[config.mk]
export PLATFORM = sky130hd
export DESIGN_NAME = ummsp_top
export DESIGN_NICKNAME = d
export VERILOG_FILES = /design/src/ummsp_pkg.sv /design/src/ummsp_top.sv
export SDC_FILE = /design/constraint.sdc
export NUM_CORES = 1
export LEC_CHECK = 0
export ABC_AREA = 0
export BUFFER_PORTS_ARGS = -buffer_cell sky130_fd_sc_hd__buf_2
export CORE_UTILIZATION = 45
export CTS_BUF_LIST = sky130_fd_sc_hd__clkbuf_2 sky130_fd_sc_hd__clkbuf_4 sky130_fd_sc_hd__clkbuf_8
export CTS_CLUSTER_SIZE = 20
export DETAILED_ROUTE_END_ITERATION = 10
export MAX_ROUTING_LAYER = met4
export PLACE_DENSITY = 0.77
export REMOVE_ABC_BUFFERS = 1
export SLEW_MARGIN = 0
export SYNTH_ARGS = -nofsm -noshare
export SYNTH_HDL_FRONTEND = slang
export SYNTH_SLANG_ARGS = --single-unit
[constraint.sdc]
create_clock -name aclk -period 2.87 [get_ports aclk]
set_input_delay 0.574 -clock aclk [delete_from_list [all_inputs] [get_ports aclk]]
set_output_delay 0.574 -clock aclk [all_outputs]
set_load 0.005 [all_outputs]
[src/ummsp_pkg.sv]
// Constants, register map and state record of the multi-mode serial port.
// Assumes a single 40 MHz bus clock that also serves as the serial reference source.
package ummsp_pkg;

   // ----------
   // Register map
   // ----------
   // Printed offsets are word indices; the byte address is four times the index.
   localparam logic [7:0] IDX_DATA = 8'hf0;
   localparam logic [7:0] IDX_CTL_HI = 8'hf5;
   localparam logic [7:0] IDX_CTL_LO = 8'hf6;
   localparam logic [7:0] IDX_BAUD = 8'hf8;
   localparam logic [11:0] ADDR_DATA = {2'h0, IDX_DATA, 2'h0};
   localparam logic [11:0] ADDR_CTL_HI = {2'h0, IDX_CTL_HI, 2'h0};
   localparam logic [11:0] ADDR_CTL_LO = {2'h0, IDX_CTL_LO, 2'h0};
   localparam logic [11:0] ADDR_BAUD = {2'h0, IDX_BAUD, 2'h0};
   localparam logic [7:0] CTL_RESET = 8'h00;
   localparam logic [7:0] BAUD_RESET = 8'h00;
   localparam logic [1:0] RESP_OKAY = 2'h0;
   localparam logic [1:0] RESP_DECERR = 2'h3;

   // ----------
   // Field positions
   // ----------
   localparam int HI_MODE_MSB = 7;
   localparam int HI_MODE_LSB = 6;
   localparam int HI_RX_ALLOW = 4;
   localparam int HI_TX_NINTH = 3;
   localparam int HI_RX_NINTH = 2;
   localparam int HI_RX_IE = 1;
   localparam int HI_RX_PEND = 0;
   localparam int LO_PARITY = 7;
   localparam int LO_CLK_MSB = 3;
   localparam int LO_CLK_LSB = 2;
   localparam int LO_TX_IE = 1;
   localparam int LO_TX_PEND = 0;

   // ----------
   // Modes, clock sources and timing
   // ----------
   localparam logic [1:0] MODE_SYNC = 2'h0;
   localparam logic [1:0] MODE_ASYNC8 = 2'h1;
   localparam logic [1:0] MODE_FIXED9 = 2'h2;
   localparam logic [1:0] MODE_ASYNC9 = 2'h3;
   // Reference clock = bus clock divided by (limit + 1).
   localparam logic [2:0] CLK_LIM_DIV1 = 3'h0;
   localparam logic [2:0] CLK_LIM_DIV2 = 3'h1;
   localparam logic [2:0] CLK_LIM_DIV4 = 3'h3;
   localparam logic [2:0] CLK_LIM_DIV8 = 3'h7;
   // Sixteen sub-ticks per bit.
   localparam logic [3:0] PHASE_MID = 4'h7;
   localparam logic [3:0] PHASE_LAST = 4'hf;
   localparam logic [3:0] SYNC_LAST_BIT = 4'h7;
   localparam logic [3:0] DATA_BITS = 4'h8;
   localparam logic [3:0] FRAME8_STOP = 4'h9;
   localparam logic [3:0] FRAME9_STOP = 4'ha;

   typedef enum logic [1:0] {TX_IDLE, TX_ASYNC, TX_SYNC} ummsp_tx_t;
   typedef enum logic [1:0] {RX_IDLE, RX_START, RX_DATA, RX_HIGH} ummsp_rx_t;

   typedef struct packed {
      // Bus slave.
      logic aw_rdy;
      logic w_rdy;
      logic ar_rdy;
      logic aw_got;
      logic w_got;
      logic [11:0] aw_addr;
      logic [7:0] w_byte;
      logic w_lane;
      logic bvalid;
      logic [1:0] bresp;
      logic rvalid;
      logic [1:0] rresp;
      logic [7:0] rdata;
      // Registers.
      logic [7:0] ctl_hi;
      logic [7:0] ctl_lo;
      logic [7:0] baud;
      logic [7:0] rx_buf;
      // Rate generation.
      logic [2:0] presc;
      logic [7:0] baud_cnt;
      // Transmit / synchronous engine.
      ummsp_tx_t tx_st;
      logic sync_rx;
      logic [10:0] tx_sh;
      logic [3:0] tx_bit;
      logic [3:0] tx_phase;
      // Asynchronous receiver.
      ummsp_rx_t rx_st;
      logic [7:0] rx_sh;
      logic [3:0] rx_bit;
      logic [3:0] rx_phase;
      // Pins and requests.
      logic out_line;
      logic in_drive;
      logic in_oe_n;
      logic rx_irq;
      logic tx_irq;
   } ummsp_state_t;

endpackage : ummsp_pkg

[src/ummsp_top.sv]
// Multi-mode serial port: one synchronous shift mode, three asynchronous modes,
// four byte registers behind an AXI4-Lite slave.
// Assumes all inputs are synchronous to aclk and the master keeps AXI4-Lite handshakes.
//
// Overview of operation
// - Receive request needs high bit 1; transmit request needs low bit 1.
// - Every data buffer write loads transmit buffer and starts shifting.
// - Completed shift sets pending bit 0 of its register and raises request.
// - High control register at F5H, reset to 00H.
// - Low control register at F6H, reset to 00H.
// - Sync mode: receive pending set after eighth bit shifted in.
// - Mode 1: receive pending set at stop bit midpoint.
// - Modes 2 and 3: receive pending set at ninth bit midpoint.
// - Receive pending stays set until software writes zero.
// - Sync mode: transmit pending set after eighth bit shifted out.
// - Async modes: transmit pending set when stop bit starts.
// - Transmit pending stays set until software clears it.
// - Sync bit rate is reference over sixteen times divisor plus one.
// - Mode 2 bit rate is reference over sixteen, divisor ignored.
// - Modes 1 and 3 rate: reference over sixteen times divisor plus one.
// - Sync mode: data on receive pin, shift clock on transmit pin.
// - Sync mode moves 8-bit units, least significant bit first.
// - Mode field bits 7:6 equal 00B selects sync mode.
// - Low register bits 3:2 select reference clock source.
// - Low register bit 7 enables automatic transmit parity bit.
// - Sync receive starts when pending is clear and receive allow set.
// - Mode 1 frame: start zero, eight data LSB first, stop one.
// - Mode 2 sends ninth bit from high bit 3, stores received in bit 2.
// - Data reads return separate receive buffer; overrun loses a byte.
// - Async reception begins on a zero start bit while allowed.
//
// Chosen here: the AXI4-Lite register port.
`timescale 1ns/10ps

module ummsp_top
(
   // Clock and reset.
   input wire logic aclk,
   input wire logic aresetn,
   // AXI4-Lite write address and data.
   input wire logic awvalid,
   output logic awready,
   input wire logic [11:0] awaddr,
   input wire logic [2:0] awprot,
   input wire logic wvalid,
   output logic wready,
   input wire logic [31:0] wdata,
   input wire logic [3:0] wstrb,
   // AXI4-Lite write response.
   output logic bvalid,
   input wire logic bready,
   output logic [1:0] bresp,
   // AXI4-Lite read.
   input wire logic arvalid,
   output logic arready,
   input wire logic [11:0] araddr,
   input wire logic [2:0] arprot,
   output logic rvalid,
   input wire logic rready,
   output logic [31:0] rdata,
   output logic [1:0] rresp,
   // Serial pins; the input pin carries outgoing data in sync mode.
   input wire logic serial_in_pin,
   output logic serial_in_pin_out,
   output logic serial_in_pin_oe_n,
   output logic serial_out_pin,
   // Interrupt requests.
   output logic rx_irq,
   output logic tx_irq
);

   ummsp_pkg::ummsp_state_t s;
   ummsp_pkg::ummsp_state_t n;
   logic [1:0] mode;
   logic [2:0] clk_lim;
   logic [7:0] div;
   logic ref_tick;
   logic tick16;
   logic do_wr;
   logic wr_hit;
   logic wr_data;
   logic ninth;
   logic [3:0] stop_bit;

   // ----------
   // Next-state logic
   // ----------

   // Everything is computed into one copy of the state record.
   always_comb
   begin
      n = s;
      mode = s.ctl_hi[ummsp_pkg::HI_MODE_MSB:ummsp_pkg::HI_MODE_LSB];
      wr_hit = 1'b0;
      wr_data = 1'b0;

      // Reference clock source from the bus clock.
      case (s.ctl_lo[ummsp_pkg::LO_CLK_MSB:ummsp_pkg::LO_CLK_LSB])
         2'h0: clk_lim = ummsp_pkg::CLK_LIM_DIV1;
         2'h1: clk_lim = ummsp_pkg::CLK_LIM_DIV2;
         2'h2: clk_lim = ummsp_pkg::CLK_LIM_DIV4;
         default: clk_lim = ummsp_pkg::CLK_LIM_DIV8;
      endcase
      ref_tick = (s.presc >= clk_lim);
      n.presc = ref_tick ? 3'h0 : s.presc + 3'h1;

      // Sixteen-times rate tick: the fixed mode bypasses the divisor.
      div = (mode == ummsp_pkg::MODE_FIXED9) ? 8'h00 : s.baud;
      tick16 = 1'b0;
      if (ref_tick)
      begin
         if (s.baud_cnt >= div)
         begin
            n.baud_cnt = 8'h00;
            tick16 = 1'b1;
         end
         else
         begin
            n.baud_cnt = s.baud_cnt + 8'h01;
         end
      end

      // Write channels are taken independently, then applied together.
      if (awvalid && s.aw_rdy)
      begin
         n.aw_got = 1'b1;
         n.aw_addr = awaddr;
      end
      if (wvalid && s.w_rdy)
      begin
         n.w_got = 1'b1;
         n.w_byte = wdata[7:0];
         n.w_lane = wstrb[0];
      end
      if (s.bvalid && bready)
         n.bvalid = 1'b0;
      do_wr = s.aw_got && s.w_got && !s.bvalid;
      if (do_wr)
      begin
         n.aw_got = 1'b0;
         n.w_got = 1'b0;
         n.bvalid = 1'b1;
         wr_hit = 1'b1;
         case (s.aw_addr)
            ummsp_pkg::ADDR_DATA: wr_data = s.w_lane;
            ummsp_pkg::ADDR_CTL_HI:
               if (s.w_lane)
                  n.ctl_hi = s.w_byte;
            ummsp_pkg::ADDR_CTL_LO:
               if (s.w_lane)
                  n.ctl_lo = s.w_byte;
            ummsp_pkg::ADDR_BAUD:
               if (s.w_lane)
                  n.baud = s.w_byte;
            default: wr_hit = 1'b0;
         endcase
         n.bresp = wr_hit ? ummsp_pkg::RESP_OKAY : ummsp_pkg::RESP_DECERR;
      end
      n.aw_rdy = !n.aw_got && !n.bvalid;
      n.w_rdy = !n.w_got && !n.bvalid;

      // Reads have no side effects; unmapped addresses answer with a decode error.
      if (s.rvalid && rready)
         n.rvalid = 1'b0;
      if (arvalid && s.ar_rdy)
      begin
         n.rvalid = 1'b1;
         n.rresp = ummsp_pkg::RESP_OKAY;
         case (araddr)
            ummsp_pkg::ADDR_DATA: n.rdata = s.rx_buf;
            ummsp_pkg::ADDR_CTL_HI: n.rdata = s.ctl_hi;
            ummsp_pkg::ADDR_CTL_LO: n.rdata = s.ctl_lo;
            ummsp_pkg::ADDR_BAUD: n.rdata = s.baud;
            default:
            begin
               n.rdata = 8'h00;
               n.rresp = ummsp_pkg::RESP_DECERR;
            end
         endcase
      end
      n.ar_rdy = !n.rvalid;

      // Ninth bit is either software's value or even parity of the byte.
      ninth = s.ctl_lo[ummsp_pkg::LO_PARITY] ? ^s.w_byte
            : s.ctl_hi[ummsp_pkg::HI_TX_NINTH];
      stop_bit = (mode == ummsp_pkg::MODE_ASYNC8) ? ummsp_pkg::FRAME8_STOP
               : ummsp_pkg::FRAME9_STOP;

      // Transmit and synchronous shift engine.
      case (s.tx_st)
         ummsp_pkg::TX_ASYNC:
         begin
            if (tick16)
            begin
               n.tx_phase = s.tx_phase + 4'h1;
               if (s.tx_phase == ummsp_pkg::PHASE_LAST)
               begin
                  n.tx_bit = s.tx_bit + 4'h1;
                  n.tx_sh = {1'b1, s.tx_sh[10:1]};
                  if (s.tx_bit == stop_bit)
                     n.tx_st = ummsp_pkg::TX_IDLE;
                  else if (n.tx_bit == stop_bit)
                     n.ctl_lo[ummsp_pkg::LO_TX_PEND] = 1'b1;
               end
            end
         end
         ummsp_pkg::TX_SYNC:
         begin
            if (tick16)
            begin
               n.tx_phase = s.tx_phase + 4'h1;
               // Rising shift clock edge: sample the data pin.
               if (s.tx_phase == ummsp_pkg::PHASE_MID && s.sync_rx)
                  n.rx_sh = {serial_in_pin, s.rx_sh[7:1]};
               if (s.tx_phase == ummsp_pkg::PHASE_LAST)
               begin
                  n.tx_bit = s.tx_bit + 4'h1;
                  n.tx_sh = {1'b1, s.tx_sh[10:1]};
                  if (s.tx_bit == ummsp_pkg::SYNC_LAST_BIT)
                  begin
                     n.tx_st = ummsp_pkg::TX_IDLE;
                     if (s.sync_rx)
                     begin
                        n.rx_buf = s.rx_sh;
                        n.ctl_hi[ummsp_pkg::HI_RX_PEND] = 1'b1;
                     end
                     else
                        n.ctl_lo[ummsp_pkg::LO_TX_PEND] = 1'b1;
                  end
               end
            end
         end
         default:
         begin
            // Sync receive waits for a clear pending flag so a byte is never overrun.
            if (mode == ummsp_pkg::MODE_SYNC && s.ctl_hi[ummsp_pkg::HI_RX_ALLOW]
                && !s.ctl_hi[ummsp_pkg::HI_RX_PEND])
            begin
               n.tx_st = ummsp_pkg::TX_SYNC;
               n.sync_rx = 1'b1;
               n.tx_bit = 4'h0;
               n.tx_phase = 4'h0;
            end
         end
      endcase

      // A data write always restarts transmission, even mid-frame.
      if (wr_data)
      begin
         n.tx_bit = 4'h0;
         n.tx_phase = 4'h0;
         if (mode == ummsp_pkg::MODE_SYNC)
         begin
            n.tx_st = ummsp_pkg::TX_SYNC;
            n.sync_rx = 1'b0;
            n.tx_sh = {3'h7, s.w_byte};
         end
         else if (mode == ummsp_pkg::MODE_ASYNC8)
         begin
            n.tx_st = ummsp_pkg::TX_ASYNC;
            n.tx_sh = {2'h3, s.w_byte, 1'b0};
         end
         else
         begin
            n.tx_st = ummsp_pkg::TX_ASYNC;
            n.tx_sh = {1'b1, ninth, s.w_byte, 1'b0};
         end
      end

      // Asynchronous receiver, held idle in sync mode or when not allowed.
      if (mode == ummsp_pkg::MODE_SYNC || !s.ctl_hi[ummsp_pkg::HI_RX_ALLOW])
         n.rx_st = ummsp_pkg::RX_IDLE;
      else
      begin
         case (s.rx_st)
            ummsp_pkg::RX_IDLE:
            begin
               if (!serial_in_pin)
               begin
                  n.rx_st = ummsp_pkg::RX_START;
                  n.rx_phase = 4'h0;
               end
            end
            ummsp_pkg::RX_START:
            begin
               if (tick16)
               begin
                  n.rx_phase = s.rx_phase + 4'h1;
                  // A start bit gone high at its midpoint was a glitch.
                  if (s.rx_phase == ummsp_pkg::PHASE_MID && serial_in_pin)
                     n.rx_st = ummsp_pkg::RX_IDLE;
                  else if (s.rx_phase == ummsp_pkg::PHASE_LAST)
                  begin
                     n.rx_st = ummsp_pkg::RX_DATA;
                     n.rx_bit = 4'h0;
                  end
               end
            end
            ummsp_pkg::RX_DATA:
            begin
               if (tick16)
               begin
                  n.rx_phase = s.rx_phase + 4'h1;
                  if (s.rx_phase == ummsp_pkg::PHASE_LAST)
                     n.rx_bit = s.rx_bit + 4'h1;
                  if (s.rx_phase == ummsp_pkg::PHASE_MID)
                  begin
                     if (s.rx_bit < ummsp_pkg::DATA_BITS)
                        n.rx_sh = {serial_in_pin, s.rx_sh[7:1]};
                     else
                     begin
                        // Stop bit (mode 1) or ninth bit (modes 2, 3); stop is ignored.
                        n.rx_st = ummsp_pkg::RX_HIGH;
                        n.rx_buf = s.rx_sh;
                        n.ctl_hi[ummsp_pkg::HI_RX_PEND] = 1'b1;
                        if (mode != ummsp_pkg::MODE_ASYNC8)
                           n.ctl_hi[ummsp_pkg::HI_RX_NINTH] = serial_in_pin;
                     end
                  end
               end
            end
            ummsp_pkg::RX_HIGH:
            begin
               // Wait for an idle line so a low ninth bit is not a new start.
               if (serial_in_pin)
                  n.rx_st = ummsp_pkg::RX_IDLE;
            end
            default: n.rx_st = ummsp_pkg::RX_IDLE;
         endcase
      end

      // Pins: sync mode drives the shift clock, idle high, low in each bit's first half.
      if (n.tx_st == ummsp_pkg::TX_SYNC)
      begin
         n.out_line = n.tx_phase[3];
         n.in_drive = n.tx_sh[0];
         n.in_oe_n = n.sync_rx;
      end
      else
      begin
         n.out_line = (n.tx_st == ummsp_pkg::TX_ASYNC) ? n.tx_sh[0] : 1'b1;
         n.in_drive = 1'b1;
         n.in_oe_n = 1'b1;
      end

      // Requests follow the pending flags gated by their enables.
      n.rx_irq = n.ctl_hi[ummsp_pkg::HI_RX_PEND] && n.ctl_hi[ummsp_pkg::HI_RX_IE];
      n.tx_irq = n.ctl_lo[ummsp_pkg::LO_TX_PEND] && n.ctl_lo[ummsp_pkg::LO_TX_IE];
   end

   // ----------
   // State register
   // ----------

   // Synchronous reset puts every field at a constant.
   always_ff @(posedge aclk)
   begin
      if (!aresetn)
      begin
         s <= '0;
         s.aw_rdy <= 1'b1;
         s.w_rdy <= 1'b1;
         s.ar_rdy <= 1'b1;
         s.ctl_hi <= ummsp_pkg::CTL_RESET;
         s.ctl_lo <= ummsp_pkg::CTL_RESET;
         s.baud <= ummsp_pkg::BAUD_RESET;
         s.tx_st <= ummsp_pkg::TX_IDLE;
         s.rx_st <= ummsp_pkg::RX_IDLE;
         s.out_line <= 1'b1;
         s.in_drive <= 1'b1;
         s.in_oe_n <= 1'b1;
      end
      else
      begin
         s <= n;
      end
   end

   // ----------
   // Outputs, all straight from the state register
   // ----------
   assign awready = s.aw_rdy;
   assign wready = s.w_rdy;
   assign bvalid = s.bvalid;
   assign bresp = s.bresp;
   assign arready = s.ar_rdy;
   assign rvalid = s.rvalid;
   assign rdata = {24'h000000, s.rdata};
   assign rresp = s.rresp;
   assign serial_in_pin_out = s.in_drive;
   assign serial_in_pin_oe_n = s.in_oe_n;
   assign serial_out_pin = s.out_line;
   assign rx_irq = s.rx_irq;
   assign tx_irq = s.tx_irq;

endmodule : ummsp_top

# Yosys cells after proc, flatten, opt, wreduce, memory -nomap -nowiden
# Index checks and enable logic that the tools add are counted.
dict set report totals {
  ff_bits 128
  out_inout_bits 46
  word_cells 242
}
dict set report classes {
  addsub 6
  reduce_logical 49
  order_cmp 3
  eq_ne 39
  bitwise_logic 2
  mux 106
}
# op count
set ops {}
lappend ops {{8-bit 2-to-1 mux} 24}
lappend ops {{12-bit by 10-bit equality test with 1-bit output (second input constant)} 8}
lappend ops {{1-bit 2-to-1 mux} 38}
lappend ops {{19-bit 2-to-1 mux} 2}
lappend ops {{2-bit 2-to-1 mux} 17}
lappend ops {{8-bit case mux with 4 select lines} 1}
lappend ops {{10-bit 2-to-1 mux} 3}
lappend ops {{11-bit 2-to-1 mux} 2}
lappend ops {{22-bit 2-to-1 mux} 1}
lappend ops {{18-bit 2-to-1 mux} 1}
lappend ops {{2-bit != test (second input constant)} 9}
lappend ops {{4-bit by 1-bit adder with 4-bit output (second input constant)} 4}
lappend ops {{16-bit 2-to-1 mux} 1}
lappend ops {{4-bit 2-to-1 mux} 4}
lappend ops {{1-bit logical AND} 15}
lappend ops {{15-bit 2-to-1 mux} 1}
lappend ops {{3-bit 2-to-1 mux} 5}
lappend ops {{3-bit AND reduction} 5}
lappend ops {{7-bit AND reduction} 2}
lappend ops {{2-bit equality test (second input constant)} 6}
lappend ops {{4-bit by 3-bit equality test with 1-bit output (second input constant)} 3}
lappend ops {{4-bit case mux with 3 select lines} 1}
lappend ops {{2-bit by 1-bit equality test with 1-bit output (second input constant)} 5}
lappend ops {{2-bit nonzero test} 5}
lappend ops {{24 further kinds} 42}

# Depth between registers and ports, before layout
dict set report logic_depth {
  depth_word 14
  mapped_depth 12
  ltp_nobuf 10
}

# Worst setup path before layout
# No wires, ideal clock.
dict set report synth_timing {
  path_kind {reg2reg}
  start {register s, in the netlist mode[1]}
  end {register s, in the netlist serial_out_pin}
  path_stages_with_launch 13
  t_required_ns 2.792
  slack_ns 0.225
  path_buffers 2
  arrival_time_ns 2.567
  setup_ns 0.078
  cell_sequence {dfxtp_1 -> nand2b_1 -> clkbuf_1 -> and2_1 -> ha_1 -> and3_1 -> o21ai_1 -> a2111o_1 -> a21oi_4 -> buf_6 -> mux2i_1 -> a31oi_2 -> a32oi_1}
}
dict set report synth_between {
  elab_chain_len 11
}
# element line
set synth_rtl {}
lappend synth_rtl {{start, declared} ummsp_top.sv:72} ;# ummsp_pkg::ummsp_state_t s;
lappend synth_rtl {{start signal, assigned} ummsp_top.sv:375} ;# s <= n;
lappend synth_rtl {{2-bit equality test / 2-bit by 1-bit equality test with 1-bit output (equally long branches)} {ummsp_top.sv:108, ummsp_top.sv:186}}
lappend synth_rtl {{8-bit 2-to-1 mux / 2-bit 2-to-1 mux (equally long branches)} {ummsp_top.sv:108, ummsp_top.sv:186}}
lappend synth_rtl {{8-bit >= comparator / 4-bit equality test (equally long branches)} {ummsp_top.sv:112, ummsp_top.sv:200}}
lappend synth_rtl {{1-bit 2-to-1 mux / 2-bit 2-to-1 mux (equally long branches)} {ummsp_top.sv:112, ummsp_top.sv:200}}
lappend synth_rtl {{1-bit 2-to-1 mux / 2-bit 2-to-1 mux (equally long branches)} {ummsp_top.sv:110, ummsp_top.sv:196}}
lappend synth_rtl {{2-bit 2-to-1 mux, on equally long branches} {ummsp_top.sv:209, ummsp_top.sv:193}}
lappend synth_rtl {{2-bit case mux with 2 select lines} ummsp_top.sv:190} ;# case (s.tx_st)
lappend synth_rtl {{22-bit 2-to-1 mux (*)} ummsp_top.sv:248} ;# if (wr_data)
lappend synth_rtl {{2-bit by 1-bit equality test with 1-bit output} ummsp_top.sv:341} ;# n.out_line = (n.tx_st == ummsp_pkg::TX_ASYNC) ? n.tx_sh[0] : 1'b1;
lappend synth_rtl {{1-bit 2-to-1 mux} ummsp_top.sv:341}
lappend synth_rtl {{3-bit 2-to-1 mux (*)} ummsp_top.sv:333} ;# if (n.tx_st == ummsp_pkg::TX_SYNC)
# Every way passes the cells marked *; elsewhere a longest branch is shown, timed or not. The select of a mux whose other input is x is not followed.
# A chain may end at the register's enable or synchronous reset.

# Worst setup path in the final report
dict set report layout_timing {
  start {register s[75] in the netlist's numbering}
  end {register s[37] in the netlist's numbering}
}
dict set report layout_between {
  elab_chain_len 6
}
# element line
set layout_rtl {}
lappend layout_rtl {{2-bit equality test, or another cell as far along} ummsp_top.sv:98} ;# case (s.ctl_lo[ummsp_pkg::LO_CLK_MSB:ummsp_pkg::LO_CLK_LSB])
lappend layout_rtl {{3-bit case mux with 3 select lines (*)} ummsp_top.sv:98}
lappend layout_rtl {{3-bit >= comparator (*)} ummsp_top.sv:104} ;# ref_tick = (s.presc >= clk_lim);
lappend layout_rtl {{1-bit 2-to-1 mux (*)} ummsp_top.sv:110} ;# if (ref_tick)
lappend layout_rtl {{2-bit nonzero test (no line) (*)} n/a}
lappend layout_rtl {{3-bit AND reduction (no line) (*)} n/a}
# Every way passes the cells marked *; elsewhere a longest branch is shown, timed or not.

==> results_dict.tcl <==
set metrics [dict create \
    outcome "finished, final reports clean" \
    grtUsageTotal_pct 20.4 \
    n_antenna_cell 0 \
    drc_errors 0 \
    timing.fmax_ghz 0.370 \
    firstDrtPassIters 5 \
    place.gp.congestion 0.874 \
    final_antenna_net_count 0 \
    setup_violations 0 \
    crit_buf_inv 1 \
    slew_headroom_pct 57.3 \
    r2r_end "s[37]" \
    tightest_slew_ps 640 \
    cp_slowest_stage_delay_ps 450 \
    synth-main-ff-cell "dfxtp_1" \
    numPortBuffers 62 \
    mostFrequentLayoutCell "dfxtp_1" \
    synth_edf_count 0 \
    mostFrequentLayoutCells "126 x dfxtp_1, 113 x nand2_1, 70 x nor2_1" \
    worstSkewPairLatency_ps 450 \
    fin_crit_ps 2700 \
    worst-setup-path-type "reg -> reg" \
    grt_overflow_total 0 \
    fp.dieW_um 121 \
    cellPowerDensity_nw_per_um2 486 \
    routedWlPerCell_um 13.8 \
    rows 43 \
    grt_max_degree 32 \
    syn_to_final_growth_pct 13.3 \
    whs_ps 359 \
    finalHoldViolations 0 \
    dieArea_um2 14600 \
    slew_viol_final 0 \
    cap_violations 0 \
    worstPathArrival_ps 3020 \
    die_y_um 121 \
    drive_gt1_share_pct 18.0 \
    place_inst 962 \
    synth_cell_types 67 \
    period_share_pct 94.2 \
    ctsRootBufferMaster "clkbuf_8" \
    final_cells 996 \
    core_area_um2 13800 \
    yosysWarnings 0 \
    holdPathStages 3 \
    netlist_area_um2 6340 \
    cp-start-kind "flip-flop" \
    first_global_vias 4755 \
    ys_async_sr_fraction_pct 0 \
    routed_wl_um 13700 \
    cts_tree "built" \
    clock_path_buffers 2 \
    holdPathEnd "s[107]" \
    dr.first_iter.drc_count 318 \
    antenna_found_initial 0 \
    syn_avg_cell_area_um2 8.54 \
    htreeDepth 4 \
    r2r_slack_ps 170 \
    dp_hpwl_um 9780 \
    vias_per_cell 5.35 \
    vdd_drop_max_mv 0.369 \
    path_max_fanout 14 \
    clkSlewWorstSetupHoldPaths_ps 80 \
    synth_cells 742 \
    synth-seq-cells 126 \
    cp_slowest_cell "a2111o_1" \
    initial_utilization_pct 45.8 \
    p_leak_nw 2.79 \
    end_kind "flip-flop" \
    crit_chain "or2_2 > ha_1 > nor2b_4 > o21a_4 > a2111o_1 > a21oi_4 > buf_12 > and2b_1 > a211oi_1 > a311oi_1" \
    clock_sink_count 126 \
    cp_top_family "compound AO/OA/AOI/OAI gates" \
    ios 120 \
    min_path_type "in -> reg" \
    crit_required_ps 3190 \
    reg2regPathDepth 10 \
    vias 5327 \
    skew_ps 16.2 \
    r2r-start "s[75]" \
    nNetsFinal 902 \
    numCtsBuffers 17 \
    grt_pass1_wl_um 22900 \
    hp-start "wdata[4]" \
    ys_seq_area_share_pct 39.8 \
    rsz0062_at_grt "no" \
    hold_buffers 0 \
]
[final cells by class]
cell class,count,area (µm²)
tap,180,225
clock buffer,21,277
fill,1280,6650
sequential,126,2520
multi-input combinational,555,3450
inverter,16,60.1
timing repair buffer,87,541
clock inverter,11,108
[state kept, by name (all words and copies together) (netlist names)]
register,cells
bresp,1
serial_out_pin,1
rdata,8
serial_in_pin_oe_n,1
rx_irq,1
arready,1
s,104
mode,2
wready,1
bvalid,1
awready,1
rvalid,1
serial_in_pin_out,1
rresp,1
tx_irq,1
[cell usage after synthesis (all sizes together) (2+ instances only)]
cell | n | area [µm²]
nor3b | 4 | 30.0
a311oi | 8 | 70.1
xnor2 | 11 | 96.3
or3 | 5 | 31.3
and4bb | 2 | 25.0
nand3b | 5 | 37.5
dfxtp | 126 | 2520
buf | 48 | 343
nor2b | 10 | 70.1
nand2b | 3 | 18.8
a211o | 4 | 35.0
or2 | 5 | 31.3
o211ai | 2 | 15.0
nor4b | 2 | 23.8
o31ai | 3 | 22.5
and2 | 6 | 37.5
clkbuf | 20 | 75.1
nor4 | 2 | 27.5
a221oi | 3 | 32.5
and3 | 6 | 37.5
o2111ai | 2 | 17.5
nor2 | 70 | 263
nand4 | 6 | 37.5
mux2i | 37 | 370
nor3 | 11 | 60.1
nand3 | 22 | 115
a22oi | 17 | 128
inv | 15 | 56.3
xor2 | 6 | 52.6
o21ai | 33 | 169
a21o | 10 | 75.1
o32a | 2 | 20.0
o21bai | 2 | 15.0
a21oi | 60 | 312
a211oi | 12 | 90.1
a31oi | 2 | 18.8
ha | 25 | 313
and2b | 7 | 52.6
nand2 | 113 | 424
[through the flow]
stage	instance area (µm²)	utilization [%]	worst slack (ps)	total power, mW	setup TNS [ps]
2_1_floorplan	6010	-	-69.7	1.96	-535
3_3_place_gp	6750	48.8	100	2.04	0
3_5_place_dp	6750	48.8	13.9	2.04	0
4_1_cts	7130	51.6	89.4	3.53	0
5_1_grt	7180	51.9	0.573	3.65	0
6_report	7180	51.9	167	3.49	0
[routing by layer]
| metal | part of all wire (%) | global-route usage [%] | vias up |
|---|---|---|---|
| li1 | - | - | 2668 |
| met1 | 47 | 26.1 | 2521 |
| met2 | 47 | 31.2 | 122 |
| met3 | 4.7 | 5.52 | 16 |
| met4 | 1.3 | 6.25 | 0 |
| met5 | 0 | - | - |
[cell families (layout without fill, tap and decap cells)]
logic type | count (synthesis) | after routing | share of synthesized area [%]
adders and majority gates | 25 | 25 | 4.93
muxes | 38 | 38 | 6.02
AOI/OAI and AO/OA | 169 | 169 | 18.0
other | 1 | 24 | 0.0592
buffers and inverters | 84 | 135 | 7.54
and+or+nand+nor | 282 | 282 | 21.3
xor gates and xnor gates | 17 | 17 | 2.35
DFF | 126 | 126 | 39.8
[power by group]
part | switching [mW] | internal (mW) | total [mW]
Sequential | 0.0381 | 1.78 | 1.82
Combinational | 0.110 | 0.0765 | 0.187
Clock | 0.730 | 0.757 | 1.49
Total | 0.878 | 2.61 | 3.49
[worst max path at each step]
stage | startpoint | end | slack [ps] | cells after the start
finish | s[75] | s[37] | 170 | 10
global route | mode[0] | s[19] | 0.6 | 10
floorplan | mode[1] | s[32] | -70 | 10
detailed placement | mode[0] | s[20] | 10 | 10
CTS | mode[0] | s[38] | 90 | 11
global placement | mode[0] | s[18] | 100 | 10
[worst reg2reg max path, delay by kind of cell, from the launching register on]
family          cells  cell delay (ps)
flops               1              360
buf+inv             1              170
fa+ha+maj           1              320
simple gates        3              530
compound gates      5             1210
[repair_timing]
| action | in CTS | in global routing |
|---|---|---|
| pin swaps | 0 | 2 |
| setup endpoints to repair | 2 | 27 |
| cloned | 0 | 1 |
| hold endpoints to repair | 0 | 0 |
| setup buffers | 0 | 1 |
| gates resized for setup | 1 | 4 |
No activity file was read; power rests on OpenSTA's default activity.
